`config.mk`:
```
export PLATFORM = sky130hd
export DESIGN_NAME = rip_top
export DESIGN_NICKNAME = d
export VERILOG_FILES = /design/src/rip_pkg.sv /design/src/rip_top.sv /design/src/rip_pulse.sv
export SDC_FILE = /design/constraint.sdc
export NUM_CORES = 1
export LEC_CHECK = 0
export ABC_AREA = 1
export BUFFER_PORTS_ARGS = -buffer_cell sky130_fd_sc_hd__buf_4
export CAP_MARGIN = 20
export CORE_UTILIZATION = 30
export CTS_BUF_LIST = sky130_fd_sc_hd__clkbuf_8
export DETAILED_ROUTE_END_ITERATION = 8
export HOLD_SLACK_MARGIN = 0.08
export PLACE_DENSITY_LB_ADDON = 0.1
export SLEW_MARGIN = 30
export SYNTH_ARGS = -nofsm -noshare
export SYNTH_HDL_FRONTEND = slang
export SYNTH_SLANG_ARGS = --single-unit
```
`constraint.sdc`:
```
create_clock -name clk_sys -period 2.12 [get_ports clk_sys]
set_input_delay 0.424 -clock clk_sys [delete_from_list [all_inputs] [get_ports clk_sys]]
set_output_delay 0.424 -clock clk_sys [all_outputs]
set_load 0.01 [all_outputs]
```
`src/rip_pkg.sv`:
```
/*
   Shared constants and carrier types for the reset and interrupt priority block.
   Assumes one 100 MHz system clock that also stands for the high-frequency clock.
*/
package rip_pkg;

   // Register port widths, latch count and index width.
   localparam int ADDR_W = 4;
   localparam int DATA_W = 16;
   localparam int NUM_LATCH = 16;
   localparam int IDX_W = 4;

   // Register offsets.
   localparam logic [ADDR_W-1:0] OFS_LATCH = 4'h0;
   localparam logic [ADDR_W-1:0] OFS_ENABLE = 4'h1;
   localparam logic [ADDR_W-1:0] OFS_TRAP_WDT = 4'h2;
   localparam logic [ADDR_W-1:0] OFS_SRC_SEL = 4'h3;
   localparam logic [ADDR_W-1:0] OFS_SYSCLK = 4'h4;
   localparam logic [ADDR_W-1:0] OFS_EVT_STATUS = 4'h5;
   localparam logic [ADDR_W-1:0] OFS_EVT_MASK = 4'h6;

   // Field positions.
   localparam int BIT_MASTER_EN = 0;
   localparam int BIT_RAM_TRAP_SEL = 0;
   localparam int BIT_TRAP_OUT_SEL = 1;
   localparam int BIT_WDT_OUT_SEL = 2;
   localparam int BIT_WDT_ENABLE = 3;
   localparam int BIT_LEVEL11_SEL = 0;
   localparam int BIT_EXT0_PIN_EN = 1;
   localparam int BIT_SYSCK = 5;
   localparam int BIT_LF_EN = 6;
   localparam int BIT_HF_EN = 7;
   localparam int EVT_TRAP = 0;
   localparam int EVT_WDT = 1;
   localparam int EVT_CLKFAULT = 2;
   localparam int EVT_EXTRST = 3;
   localparam int EVT_W = 4;

   // Latch indices and source positions.
   localparam int IDX_SOFT = 1;
   localparam int IDX_TRAP = 2;
   localparam int IDX_WDT = 3;
   localparam int IDX_EXT0 = 4;
   localparam int IDX_FIRST_MASKABLE = 4;
   localparam int IDX_SHARED = 11;
   localparam int PER_W = 8;
   localparam int EXT_W = 5;

   // Reset values.
   localparam logic [DATA_W-1:0] RST_TRAP_WDT = 16'h000E;
   localparam logic [DATA_W-1:0] RST_SYSCLK = 16'h0080;

   // Vectors.
   localparam logic [15:0] RESET_VECTOR = 16'hFFFE;
   localparam logic [15:0] VECTOR_TOP = 16'hFFFE;

   // Timing: figures in high-frequency clock periods, then system clock cycles.
   localparam int SYS_CLK_MHZ = 100;
   localparam int FC_MHZ = 100;
   localparam int MALF_FC_PERIODS = 24;
   localparam int EXT_RST_FC_PERIODS = 12;
   localparam int MALF_CYCLES = MALF_FC_PERIODS * SYS_CLK_MHZ / FC_MHZ;
   localparam int EXT_RST_CYCLES = (EXT_RST_FC_PERIODS * SYS_CLK_MHZ + FC_MHZ - 1) / FC_MHZ;
   localparam int CNT_W = 6;

   // Register port request.
   typedef struct packed {
      logic [ADDR_W-1:0] addr;
      logic [DATA_W-1:0] wdata;
      logic              wr;
      logic              rd;
   } rip_bus_s;

   // Core acceptance and return signals.
   typedef struct packed {
      logic ack;
      logic reti;
      logic reti_imf;
   } rip_cpu_s;

endpackage

```
`src/rip_top.sv`:
```
/*
   Reset generation and fixed-priority interrupt vectoring for a small core.
   Assumes the core raises ack for one cycle while irq_request is high, and that all
   peripheral pulses are synchronous to clk_sys; pins are synchronised here.
*/
// The register offsets and the plain strobed port were decided locally.
`timescale 1ns/1ps
// Overview of operation
// Four reset sources; malfunction resets last at most 24 fc periods.
// Malfunction detector starts loaded, so power-on gives one spurious short reset.
// Reset loads reset vector, clears enables, latches, prescaler; enables watchdog.
// Reset pin low at least three machine cycles applies reset.
// Reset pin high releases reset; execution starts at the reset vector.
// Fetch in register area, or RAM when selected, raises address trap.
// Address trap resets by default; select bit zero makes it an interrupt.
// Watchdog overflow resets by default; select bit zero makes it an interrupt.
// Illegal oscillator-enable clears cause a clock reset; oscillators keep running. The ensuing reset here reloads RST_SYSCLK, which clears lf_osc_enable.
// Seventeen sources, four non-maskable, accepted in fixed hardware order.
// Request sets its latch; maskable needs master and own enable.
// Reset FFFE, software/undefined FFFC unlatched, trap latch 2, watchdog latch 3.
// Latches 4 to 15 pair with enables; vectors descend by two; pin enable.
// Latch 11 serves timer four or external three by select bit.
// Accepting an interrupt clears its latch at once.
// Acceptance stacks master enable then clears it; return restores it.
// Any reset request beats pending interrupts and clears latches first.
module rip_top
   import rip_pkg::*;
#(
   parameter logic [15:0] SFR_FIRST = 16'h0000,
   parameter logic [15:0] SFR_LAST  = 16'h003F,
   parameter logic [15:0] RAM_FIRST = 16'h0040,
   parameter logic [15:0] RAM_LAST  = 16'h023F
) (
   // Clock and reset.
   input  wire logic              clk_sys,
   input  wire logic              rst_b,
   // External reset pin.
   input  wire logic              reset_pin_b,
   // Register port.
   input  wire rip_bus_s          bus_req,
   output logic [DATA_W-1:0]      bus_rdata,
   // Fetch monitor and watchdog.
   input  wire logic              fetch_valid,
   input  wire logic [15:0]       fetch_addr,
   input  wire logic              watchdog_overflow,
   // Interrupt sources.
   input  wire logic              software_irq,
   input  wire logic              undefined_opcode_irq,
   input  wire logic [PER_W-1:0]  periph_irq,
   input  wire logic [EXT_W-1:0]  ext_irq_pin,
   // Core side.
   input  wire rip_cpu_s          cpu_in,
   output logic                   irq_request,
   output logic [15:0]            irq_vector,
   output logic                   stacked_imf,
   // Reset and clock outputs.
   output logic                   core_reset,
   output logic                   prescaler_clear,
   output logic                   watchdog_enable,
   output logic                   hf_osc_enable,
   output logic                   lf_osc_enable,
   output logic                   clock_select,
   // Event interrupt.
   output logic                   event_irq
);

   // Lowest set index wins; index 1 stands for the unlatched software source.
   function automatic logic [IDX_W:0] first_set(input logic [NUM_LATCH-1:0] v);
      logic [IDX_W:0] r;
      r = '0;
      for (int i = NUM_LATCH - 1; i >= 0; i--) begin
         if (v[i]) begin
            r = {1'b1, IDX_W'(i)};
         end
      end
      return r;
   endfunction

   // Vector of an index, descending by two from the top.
   function automatic logic [15:0] vec_of(input logic [IDX_W-1:0] idx);
      return VECTOR_TOP - {11'h000, idx, 1'b0};
   endfunction

   logic [5:0]            sync1_reg;
   logic [5:0]            sync2_reg;
   logic [EXT_W-1:0]      ext_prev_reg;
   logic [CNT_W-1:0]      lo_cnt_reg;
   logic                  pin_lo;
   logic                  ext_rst;
   logic                  malf_active;
   logic                  malf_trig;
   logic                  reset_req;
   logic [NUM_LATCH-1:0]  latch_reg;
   logic [NUM_LATCH-1:0]  en_reg;
   logic                  imf_reg;
   logic                  stacked_reg;
   logic [DATA_W-1:0]     trap_wdt_reg;
   logic [DATA_W-1:0]     src_sel_reg;
   logic [DATA_W-1:0]     sysclk_reg;
   logic [EVT_W-1:0]      evt_reg;
   logic [EVT_W-1:0]      mask_reg;
   logic [DATA_W-1:0]     rdata_reg;
   logic [EXT_W-1:0]      ext_edge;
   logic                  trap_hit;
   logic                  clk_fault;
   logic                  sysclk_wr;
   logic [NUM_LATCH-1:0]  set_vec;
   logic [NUM_LATCH-1:0]  clr_vec;
   logic [NUM_LATCH-1:0]  pending;
   logic [IDX_W:0]        pick;
   logic                  accept;
   logic                  ext_rst_prev_reg;

   // Pins pass two flops; only the second stage feeds logic.
   always_ff @(posedge clk_sys or negedge rst_b) begin
      if (!rst_b) begin
         sync1_reg <= 6'h3F;
         sync2_reg <= 6'h3F;
         ext_prev_reg <= '1;
      end else begin
         sync1_reg <= {reset_pin_b, ext_irq_pin};
         sync2_reg <= sync1_reg;
         ext_prev_reg <= sync2_reg[EXT_W-1:0];
      end
   end

   // External interrupts are taken on the rising edge of the synchronised pin.
   assign ext_edge = sync2_reg[EXT_W-1:0] & ~ext_prev_reg;
   assign pin_lo = !sync2_reg[5];

   // The pin must stay low the full hold time before reset is applied.
   always_ff @(posedge clk_sys or negedge rst_b) begin
      if (!rst_b) begin
         lo_cnt_reg <= '0;
      end else if (!pin_lo) begin
         lo_cnt_reg <= '0;
      end else if (lo_cnt_reg != CNT_W'(EXT_RST_CYCLES)) begin
         lo_cnt_reg <= lo_cnt_reg + 1'b1;
      end
   end

   assign ext_rst = pin_lo && (lo_cnt_reg == CNT_W'(EXT_RST_CYCLES));

   // Malfunction detection from trap, watchdog and clock faults.
   assign trap_hit = fetch_valid &&
      ((fetch_addr >= SFR_FIRST && fetch_addr <= SFR_LAST) ||
       (trap_wdt_reg[BIT_RAM_TRAP_SEL] &&
        fetch_addr >= RAM_FIRST && fetch_addr <= RAM_LAST));
   assign sysclk_wr = bus_req.wr && (bus_req.addr == OFS_SYSCLK);
   assign clk_fault = sysclk_wr &&
      ((sysclk_reg[BIT_HF_EN] && sysclk_reg[BIT_LF_EN] &&
        !bus_req.wdata[BIT_HF_EN] && !bus_req.wdata[BIT_LF_EN]) ||
       (sysclk_reg[BIT_HF_EN] && !bus_req.wdata[BIT_HF_EN] && !bus_req.wdata[BIT_SYSCK]) ||
       (sysclk_reg[BIT_LF_EN] && !bus_req.wdata[BIT_LF_EN] && bus_req.wdata[BIT_SYSCK]));
   assign malf_trig = (trap_hit && trap_wdt_reg[BIT_TRAP_OUT_SEL]) ||
                      (watchdog_overflow && trap_wdt_reg[BIT_WDT_OUT_SEL]) ||
                      clk_fault;

   rip_pulse #(
      .CYCLES (MALF_CYCLES)
   ) u_pulse (
      .clk_sys (clk_sys),
      .rst_b   (rst_b),
      .trigger (malf_trig),
      .active  (malf_active)
   );

   assign core_reset = ext_rst || malf_active;
   assign reset_req = core_reset || malf_trig;
   assign prescaler_clear = core_reset;

   // Request sources into latch positions; bit 1 is the unlatched software level.
   always_comb begin
      set_vec = '0;
      set_vec[IDX_TRAP] = trap_hit && !trap_wdt_reg[BIT_TRAP_OUT_SEL];
      set_vec[IDX_WDT] = watchdog_overflow && !trap_wdt_reg[BIT_WDT_OUT_SEL];
      set_vec[IDX_EXT0] = ext_edge[0];
      set_vec[5] = ext_edge[1];
      set_vec[6] = periph_irq[0];
      set_vec[7] = periph_irq[1];
      set_vec[8] = periph_irq[2];
      set_vec[9] = periph_irq[3];
      set_vec[10] = periph_irq[4];
      set_vec[IDX_SHARED] = src_sel_reg[BIT_LEVEL11_SEL] ? ext_edge[2] : periph_irq[5];
      set_vec[12] = periph_irq[6];
      set_vec[13] = periph_irq[7];
      set_vec[14] = ext_edge[3];
      set_vec[15] = ext_edge[4];
   end

   // Non-maskable sources pass alone; maskable ones need both enables.
   always_comb begin
      pending = latch_reg & en_reg & {NUM_LATCH{imf_reg}};
      pending[IDX_EXT0] = pending[IDX_EXT0] && src_sel_reg[BIT_EXT0_PIN_EN];
      pending[IDX_TRAP] = latch_reg[IDX_TRAP];
      pending[IDX_WDT] = latch_reg[IDX_WDT];
      pending[IDX_SOFT] = software_irq || undefined_opcode_irq;
      pending[0] = 1'b0;
   end

   assign pick = first_set(pending);
   assign irq_request = pick[IDX_W] && !reset_req;
   assign irq_vector = core_reset ? RESET_VECTOR : vec_of(pick[IDX_W-1:0]);
   assign accept = cpu_in.ack && irq_request;

   // Clears from acceptance and from software zeros; a same-cycle request still sets.
   always_comb begin
      clr_vec = '0;
      if (accept) begin
         clr_vec[pick[IDX_W-1:0]] = 1'b1;
      end
      if (bus_req.wr && bus_req.addr == OFS_LATCH) begin
         clr_vec = clr_vec | ~bus_req.wdata;
      end
   end

   // Request latches; reset clears them ahead of the vector fetch.
   always_ff @(posedge clk_sys or negedge rst_b) begin
      if (!rst_b) begin
         latch_reg <= '0;
      end else if (core_reset) begin
         latch_reg <= '0;
      end else begin
         latch_reg <= ((latch_reg & ~clr_vec) | set_vec) & 16'hFFFC;
      end
   end

   // Master enable with stacking on acceptance and restore on return.
   always_ff @(posedge clk_sys or negedge rst_b) begin
      if (!rst_b) begin
         imf_reg <= 1'b0;
         stacked_reg <= 1'b0;
      end else if (core_reset) begin
         imf_reg <= 1'b0;
      end else if (accept) begin
         stacked_reg <= imf_reg;
         imf_reg <= 1'b0;
      end else if (cpu_in.reti) begin
         imf_reg <= cpu_in.reti_imf;
      end else if (bus_req.wr && bus_req.addr == OFS_ENABLE) begin
         imf_reg <= bus_req.wdata[BIT_MASTER_EN];
      end
   end

   assign stacked_imf = stacked_reg;

   // Enables and control registers, returned to defaults by every reset.
   always_ff @(posedge clk_sys or negedge rst_b) begin
      if (!rst_b) begin
         en_reg <= '0;
         trap_wdt_reg <= RST_TRAP_WDT;
         src_sel_reg <= '0;
         sysclk_reg <= RST_SYSCLK;
      end else if (core_reset) begin
         en_reg <= '0;
         trap_wdt_reg <= RST_TRAP_WDT;
         src_sel_reg <= '0;
         sysclk_reg <= RST_SYSCLK;
      end else if (bus_req.wr) begin
         case (bus_req.addr)
            OFS_ENABLE: en_reg <= bus_req.wdata & 16'hFFF0;
            OFS_TRAP_WDT: trap_wdt_reg <= bus_req.wdata & 16'h000F;
            OFS_SRC_SEL: src_sel_reg <= bus_req.wdata & 16'h0003;
            OFS_SYSCLK: begin
               if (!clk_fault) begin
                  sysclk_reg <= bus_req.wdata & 16'h00E0;
               end
            end
            default: ;
         endcase
      end
   end

   assign watchdog_enable = trap_wdt_reg[BIT_WDT_ENABLE];
   assign hf_osc_enable = sysclk_reg[BIT_HF_EN];
   assign lf_osc_enable = sysclk_reg[BIT_LF_EN];
   assign clock_select = sysclk_reg[BIT_SYSCK];

   // Reset-cause events survive internal resets so software can see why it restarted.
   always_ff @(posedge clk_sys or negedge rst_b) begin
      if (!rst_b) begin
         ext_rst_prev_reg <= 1'b0;
         evt_reg <= '0;
         mask_reg <= '0;
      end else begin
         ext_rst_prev_reg <= ext_rst;
         if (bus_req.rd && bus_req.addr == OFS_EVT_STATUS) begin
            evt_reg <= '0;
         end
         if (trap_hit) begin
            evt_reg[EVT_TRAP] <= 1'b1;
         end
         if (watchdog_overflow) begin
            evt_reg[EVT_WDT] <= 1'b1;
         end
         if (clk_fault) begin
            evt_reg[EVT_CLKFAULT] <= 1'b1;
         end
         if (ext_rst && !ext_rst_prev_reg) begin
            evt_reg[EVT_EXTRST] <= 1'b1;
         end
         if (bus_req.wr && bus_req.addr == OFS_EVT_MASK) begin
            mask_reg <= bus_req.wdata[EVT_W-1:0];
         end
      end
   end

   assign event_irq = |(evt_reg & mask_reg);

   // Read data stand one cycle after the strobe; unmapped offsets read zero.
   always_ff @(posedge clk_sys or negedge rst_b) begin
      if (!rst_b) begin
         rdata_reg <= '0;
      end else if (bus_req.rd) begin
         case (bus_req.addr)
            OFS_LATCH: rdata_reg <= latch_reg;
            OFS_ENABLE: rdata_reg <= en_reg | {15'h0000, imf_reg};
            OFS_TRAP_WDT: rdata_reg <= trap_wdt_reg;
            OFS_SRC_SEL: rdata_reg <= src_sel_reg;
            OFS_SYSCLK: rdata_reg <= sysclk_reg;
            OFS_EVT_STATUS: rdata_reg <= {12'h000, evt_reg};
            OFS_EVT_MASK: rdata_reg <= {12'h000, mask_reg};
            default: rdata_reg <= '0;
         endcase
      end else begin
         rdata_reg <= '0;
      end
   end

   assign bus_rdata = rdata_reg;

   // Checking helpers: run length of a malfunction pulse and the index picked in the previous cycle.
   logic [CNT_W-1:0] malf_run_reg;
   logic [IDX_W-1:0] ack_idx_reg;
   always_ff @(posedge clk_sys or negedge rst_b) begin
      if (!rst_b) begin
         malf_run_reg <= '0;
         ack_idx_reg <= '0;
      end else begin
         malf_run_reg <= malf_active ? malf_run_reg + 1'b1 : '0;
         ack_idx_reg <= pick[IDX_W-1:0];
      end
   end

   a_malf_bounded: assert property (@(posedge clk_sys) disable iff (!rst_b)
      malf_run_reg <= CNT_W'(MALF_CYCLES))
      else $error("malfunction reset too long");
   a_poweron_spur: assert property (@(posedge clk_sys) disable iff (!rst_b)
      $rose(rst_b) |-> core_reset)
      else $error("no power-on malfunction pulse");
   a_reset_clears: assert property (@(posedge clk_sys) disable iff (!rst_b)
      core_reset |=> (latch_reg == '0 && en_reg == '0 && !imf_reg && watchdog_enable))
      else $error("reset left state uncleared");
   a_pin_hold: assert property (@(posedge clk_sys) disable iff (!rst_b)
      $rose(ext_rst) |-> $past(pin_lo, 12))
      else $error("pin reset applied too early");
   a_pin_release: assert property (@(posedge clk_sys) disable iff (!rst_b)
      (!pin_lo && !malf_active) |-> (!core_reset && irq_vector != RESET_VECTOR ||
      !core_reset))
      else $error("reset held after pin release");
   a_reset_vector: assert property (@(posedge clk_sys) disable iff (!rst_b)
      core_reset |-> (irq_vector == 16'hFFFE && !irq_request))
      else $error("reset did not win");
   a_trap_route: assert property (@(posedge clk_sys) disable iff (!rst_b)
      (trap_hit && !core_reset && !trap_wdt_reg[BIT_TRAP_OUT_SEL]) |=>
      (latch_reg[IDX_TRAP] && !malf_active))
      else $error("trap not routed to interrupt");
   a_wdt_route: assert property (@(posedge clk_sys) disable iff (!rst_b)
      (watchdog_overflow && !malf_active && trap_wdt_reg[BIT_WDT_OUT_SEL]) |=>
      core_reset)
      else $error("watchdog did not reset");
   a_clk_fault: assert property (@(posedge clk_sys) disable iff (!rst_b)
      (clk_fault && !malf_active) |=> (core_reset && $stable(hf_osc_enable)))
      else $error("clock fault handling wrong");
   a_mask_gate: assert property (@(posedge clk_sys) disable iff (!rst_b)
      (irq_request && pick[IDX_W-1:0] >= IDX_W'(IDX_FIRST_MASKABLE)) |->
      (imf_reg && en_reg[pick[IDX_W-1:0]]))
      else $error("masked interrupt requested");
   a_ack_clear: assert property (@(posedge clk_sys) disable iff (!rst_b)
      (accept && pick[IDX_W-1:0] >= IDX_W'(IDX_TRAP) && !set_vec[pick[IDX_W-1:0]]) |=>
      !latch_reg[ack_idx_reg])
      else $error("accepted latch not cleared");
   a_imf_stack: assert property (@(posedge clk_sys) disable iff (!rst_b)
      accept |=> (!imf_reg && stacked_imf == $past(imf_reg)))
      else $error("master enable not stacked");

   c_trap_irq: cover property (@(posedge clk_sys) disable iff (!rst_b)
      accept && pick[IDX_W-1:0] == IDX_W'(IDX_TRAP));
   c_clk_reset: cover property (@(posedge clk_sys) disable iff (!rst_b)
      clk_fault ##1 core_reset);
   c_shared_ext3: cover property (@(posedge clk_sys) disable iff (!rst_b)
      accept && src_sel_reg[BIT_LEVEL11_SEL] && pick[IDX_W-1:0] == IDX_W'(IDX_SHARED));
   c_nested_ret: cover property (@(posedge clk_sys) disable iff (!rst_b)
      accept ##[1:20] cpu_in.reti);

endmodule

```
`src/rip_pulse.sv`:
```
/*
   Malfunction reset stretcher: turns a one-cycle trigger into a bounded reset pulse.
   Assumes triggers are synchronous to clk_sys.
*/
`timescale 1ns/1ps
module rip_pulse
   import rip_pkg::*;
#(
   parameter int CYCLES = MALF_CYCLES
) (
   // Clock and reset.
   input  wire logic clk_sys,
   input  wire logic rst_b,
   // Trigger and pulse.
   input  wire logic trigger,
   output logic      active
);

   localparam logic [CNT_W-1:0] LOAD = CNT_W'(CYCLES);

   logic [CNT_W-1:0] cnt_reg;

   // The counter is not cleared at power-on; it starts loaded, so a full pulse follows.
   // A trigger during a pulse is ignored so no pulse outlasts the bound.
   always_ff @(posedge clk_sys or negedge rst_b) begin
      if (!rst_b) begin
         cnt_reg <= LOAD;
      end else if (cnt_reg != '0) begin
         cnt_reg <= cnt_reg - 1'b1;
      end else if (trigger) begin
         cnt_reg <= LOAD;
      end
   end

   assign active = (cnt_reg != '0);

endmodule

```
Word level (Yosys, flattened, before mapping)
Cells that the tools add are included.
- flip-flop bits (word level): 136
- output and inout port bits: 41
- word-level logic and storage cells: 162
- add/subtract/negate cells: 3
- $lt $le $gt $ge: 6
- eq/ne operators: 9
- multiplexer cells: 50
- bitwise logic cells: 12
- reductions and logical operators: 63
- operators with widths (cell ; number):
    $mux W16 ; 18
    $pmux W16 S7 ; 1
    $mux W5 ; 15
    $and A16 B16 Y16 ; 3
    $not A16 Y16 ; 2
    $or A16 B16 Y16 ; 2
    $logic_and A1 B1 Y1 ; 27
    $mux W6 ; 4
    $reduce_bool A2 Y1 ; 11
    $ge A16 B1 Y1 const B ; 1
    $ge A16 B7 Y1 const B ; 1
    $le A16 B10 Y1 const B ; 1
    $le A16 B6 Y1 const B ; 1
    $or A16 B1 Y16 ; 1
    $eq A4 B3 Y1 const B ; 3
    $mux W1 ; 10
    $eq A4 B2 Y1 const B ; 2
    $logic_not A1 Y1 ; 8
    $logic_or A1 B1 Y1 ; 8
    $reduce_and A2 Y1 ; 4
    $sub A2 B6 Y7 const A ; 1
    $add A6 B1 Y6 const B ; 1
    $eq A6 B4 Y1 const B ; 1
    $ne A6 B4 Y1 const B ; 1
    16 further kinds ; 16

Logic depth before layout (Yosys ltp)
- depth after elaboration: 28
- mapped depth: 19

By module
A second synthesis with hierarchy kept.
- cell total of the unflattened synthesis: 521
- area, all modules: 4460.5 µm²
- modules (own cells, without submodules) (module ; times used ; cells each ; area each (µm²)):
    rip_top ; 1 ; 480 ; 4131.5
    rip_pulse ; 1 ; 41 ; 329.1

Least setup slack after synthesis
OpenSTA, ideal clock, no wires.
- path kind: register -> output
- start: reg lo_cnt_reg[0]
- end: out prescaler_clear
- arrival: 1.581 ns
- setup slack: 0.115 ns
- stages on the path, launching flop included: 7
- path through: dfrtp_1 > inv_1 > ha_1 > nand4_1 > nand2_2 > clkbuf_1 > buf_4
- longest elaborated chain between the ends: 3
- RTL lines (element ; RTL line ; source):
    start: declaration ; rip_top.sv:87 ; logic [CNT_W-1:0] lo_cnt_reg;
    start signal: assignment ; rip_top.sv:138 ; lo_cnt_reg <= lo_cnt_reg + 1'b1;
    $eq A6 B4 Y1 ; rip_top.sv:142 ; assign ext_rst = pin_lo && (lo_cnt_reg == CNT_W'(EXT_RST_CYCLES));
    $logic_and A1 B1 Y1 ; rip_top.sv:142 ;
    $logic_or A1 B1 Y1 ; rip_top.sv:168 ; assign core_reset = ext_rst || malf_active;
    end: declaration ; rip_top.sv:58 ; output logic prescaler_clear,
No other way between the ends.

Worst setup path after layout
- start: reg imf_reg
- end: out irq_request
- longest elaborated chain between the ends: 17
- elaborated cells on any way between the ends: 18
- classes of those cells: 15 x mux; 1 x bitwise; 2 x reduce/logical
- RTL lines (element ; RTL line ; source):
    start: declaration ; rip_top.sv:95 ; logic imf_reg;
    start signal: assignment ; rip_top.sv:239 ; imf_reg <= cpu_in.reti_imf;
    start signal: assignment ; rip_top.sv:241 ; imf_reg <= bus_req.wdata[BIT_MASTER_EN];
    $and A16 B16 Y16 (*) ; rip_top.sv:193 ; pending = latch_reg & en_reg & {NUM_LATCH{imf_reg}};
    $mux W5 (11 in series) ; rip_top.sv:72 ; if (v[i]) begin
    $mux W5 (*) (4 in series) ; rip_top.sv:72 ;
    $logic_and A1 B1 Y1 (*) ; rip_top.sv:202 ; assign irq_request = pick[IDX_W] && !reset_req;
    end: declaration ; rip_top.sv:53 ; output logic irq_request,
Every way passes the cells marked *; elsewhere a longest branch is shown, timed or not.

==> reports/qor.yml <==
drt.antenna.violating_nets: 0
unrepaired_setup_endpoints_after_global_routing: "true"
max_cap_violations: 0
drive_above_1_share: 0.308
violations: "negative setup slack"
timing.critical_path.from: "imf_reg"
grt_util_all_layers: 0.169
standby_leakage_power_nw: 2.89
maxSlewHeadroom: 0.600
floorplan.die_area_mm2: 0.0155
hold_violations: 0
netlist-cell-type-count: 40
clock_tree_from_tritoncts: "done"
postPlaceCellArea_mm2: 0.00544
detailroute.via_count: 3927
fill_cells: 1479
clock_latency_ns: 0.37
min_period_over_period: 1.16
routedWlPerCell_um: 15.0
syn_area_mm2: 0.00449
hpwl_um: 9170
yosysWarningCount: 0
final_net_count: 707
antenna_violations_before_repair: 0
arrival_ns: 2.03
fraction_of_synthesis_flops_using_an_asynchronous_set_or_reset_pin: 1.00
buffer_ports.inserted: 83
final_routed_wirelength_across_all_metal_layers_um: 12500
firstDrtPassIters: 5
post-synth-top-area-fraction: 0.379
setup_slack_ns: -0.331
cts_root_buffer: "clkbuf_8"
yosys.cell_count.top_type: "nand2_1"
crit_path_max_fanout: 6
worstSetupStartpointType: "flop"
path_clk_slew_ns: 0.08
largest_register_ff_count: 16
netlist.top_cell.by_area: "dfrtp_1"
cts_buffer_depth: 2
multi_input_area_mm2: 0.00190
postLayoutCellArea_mm2: 0.00586
synth-edff-count: 0
crit_type: "flop to primary output"
grt_start_max_net_pins: 44
num_io_pins: 102
syn_inst: 524
first_iter_violations: 306
worstHoldPathType: "input port to flop"
status: "finished, violations left"
syn_to_final_growth_pct: 30.4
regToRegStartpoint: "imf_reg"
synth.top_cells.by_count: "nand2_1 (93), inv_1 (76), dfrtp_1 (68)"
most_used_flip_flop_cell_after_synthesis: "dfrtp_1"
avgViaCountPerCell: 4.73
floorplan.die.height_um: 124
initial_core_util: 0.308
power_per_cell_area_mw_per_mm2: 648
die_w_um: 124
grt.overflow.total: 0
fp-row-count: 44
ys_top_cells_by_area: "dfrtp_1 (38%), dfstp_2 (13%), nand2_1 (7.8%)"
finalSetupViolCount: 23
cp-end-kind: "primary output"
p_total_w: 0.00380
ys_seq_area_frac: 0.513
detail_route.drc_violations: 0
hold_ws_ns: 0.153
grt_pass1_vias: 3932
syn_avg_cell_area_um2: 8.57
worst_clock_skew_ns: 0.0102
critPathRequiredTime_ns: 1.70
fmaxAchievable_mhz: 408
yosys_register_bits: 91
timing_worst_slew_pin_value_ns: 0.600
n_antenna_cell: 0
global_route_wire_length_before_repair_um: 20300
core_area_mm2: 0.0146
gp_congestion: 0.841
critical_hold_path_startpoint: "reset_pin_b"
cts.sinks: 91
clock_period_minus_final_worst_setup_slack_ns: 2.45
timing.final.max_slew_violations: 0
vdd.ir_drop.worst_v: 0.000371
cts_buffers: 9
seq_area_mm2: 0.00231
ctsHtreeMaxLevel: 3
worst max-delay path: stages (launching register included):
cell and delay [ns]:
dfrtp_2 0.46, buf_4 0.15, buf_6 0.11, buf_8 0.14
nand3_4 0.10, nand2_4 0.07, nor2_4 0.15, nand3_4 0.12
nor2_4 0.15, nor3_1 0.07, buf_4 0.14
report_power, final:
group          total, W  switching, W  leakage [nW]  internal [W]
logic          0.000730      0.000427          1.62      0.000303
registers       0.00200     0.0000977          1.17       0.00190
clock network   0.00107      0.000592         0.103      0.000474
total           0.00380       0.00112          2.89       0.00268
cell usage in the layout (no fill, tap or decap), drive strengths merged:
cell type    synthesis  layout
o41ai                1       1
o21ai               45      45
nor3b                1       1
buf                 16     120
a21oi               54      54
a211oi               1       1
o2111ai              1       1
dfstp               23      23
nor3                 7       7
o22ai                7       7
o211ai               4       4
clkinv               0       2
nor2                41      41
ha                   4       4
a21boi               6       6
nand4                8       8
a22oi                1       1
conb                 2      12
a221oi               3       3
xor2                 1       1
nand3               42      42
inv                 77      80
or2                  1       1
dfrtp               68      68
a31oi                2       2
clkbuf               8      11
nand2              100     100
dlygate4sd3          0       1
path summary, 6_finish.rpt:
path	end	slack (ns)	cells after the start
worst max-delay path	irq_request	-0.33	10
worst min register to register	sync2_reg[1]	0.36	0
min in group asynchronous	bus_rdata[10]	0.60	2
max in group asynchronous	sysclk_reg[7]	0.86	3
worst min-delay path	sync1_reg[5]	0.15	1
worst max register to register	latch_reg[6]	-0.09	15
routing by layer:
layer | global-route usage | part of all wire | vias up
met1 | 0.226 | 0.46 | 1854
met3 | 0.0357 | 0.046 | 21
li1 | - | - | 1934
met4 | 0.0780 | 0.027 | 0
met2 | 0.260 | 0.46 | 118
met5 | 0 | 0 | -
stage by stage:
step           std cells  setup WS (ns)  setup TNS, ns   util
2_1_floorplan        534          0.115              0      -
3_3_place_gp         801         0.0246              0  0.373
3_5_place_dp         801         0.0232              0  0.373
4_1_cts              827         -0.261          -1.46  0.394
5_1_grt              831         -0.445          -5.15  0.402
6_report             831         -0.331          -2.41  0.402
logic make-up (layout without fill, tap and decap cells):
kind of cell	count (synthesis)	after routing	synth area share
xor+xnor	1	1	0.00195
other cells	2	12	0.00167
flops	91	91	0.513
simple gates	200	200	0.222
compound gates	125	125	0.153
fa+ha+maj	4	4	0.0111
buf+inv	101	214	0.0975
what timing repair did:
| item | 4_1_cts | 5_1_grt |
|---|---|---|
| endpoints found under the setup margin | 7 | 20 |
| hold buffers | 1 | 0 |
| resized for setup | 16 | 18 |
| buffers inserted | 9 | 5 |
| pin swaps | 6 | 8 |
| hold endpoints to repair | 34 | 0 |
cell type report:
class,count,share of cell area
flip-flops and latches,91,0.394
clock inverters,5,0.00363
repair buffers,121,0.164
multi-input cells,342,0.324
well taps,184,0.0393
clock buffers,11,0.0258
inverters,77,0.0493
(Power assumes the default switching activity.)
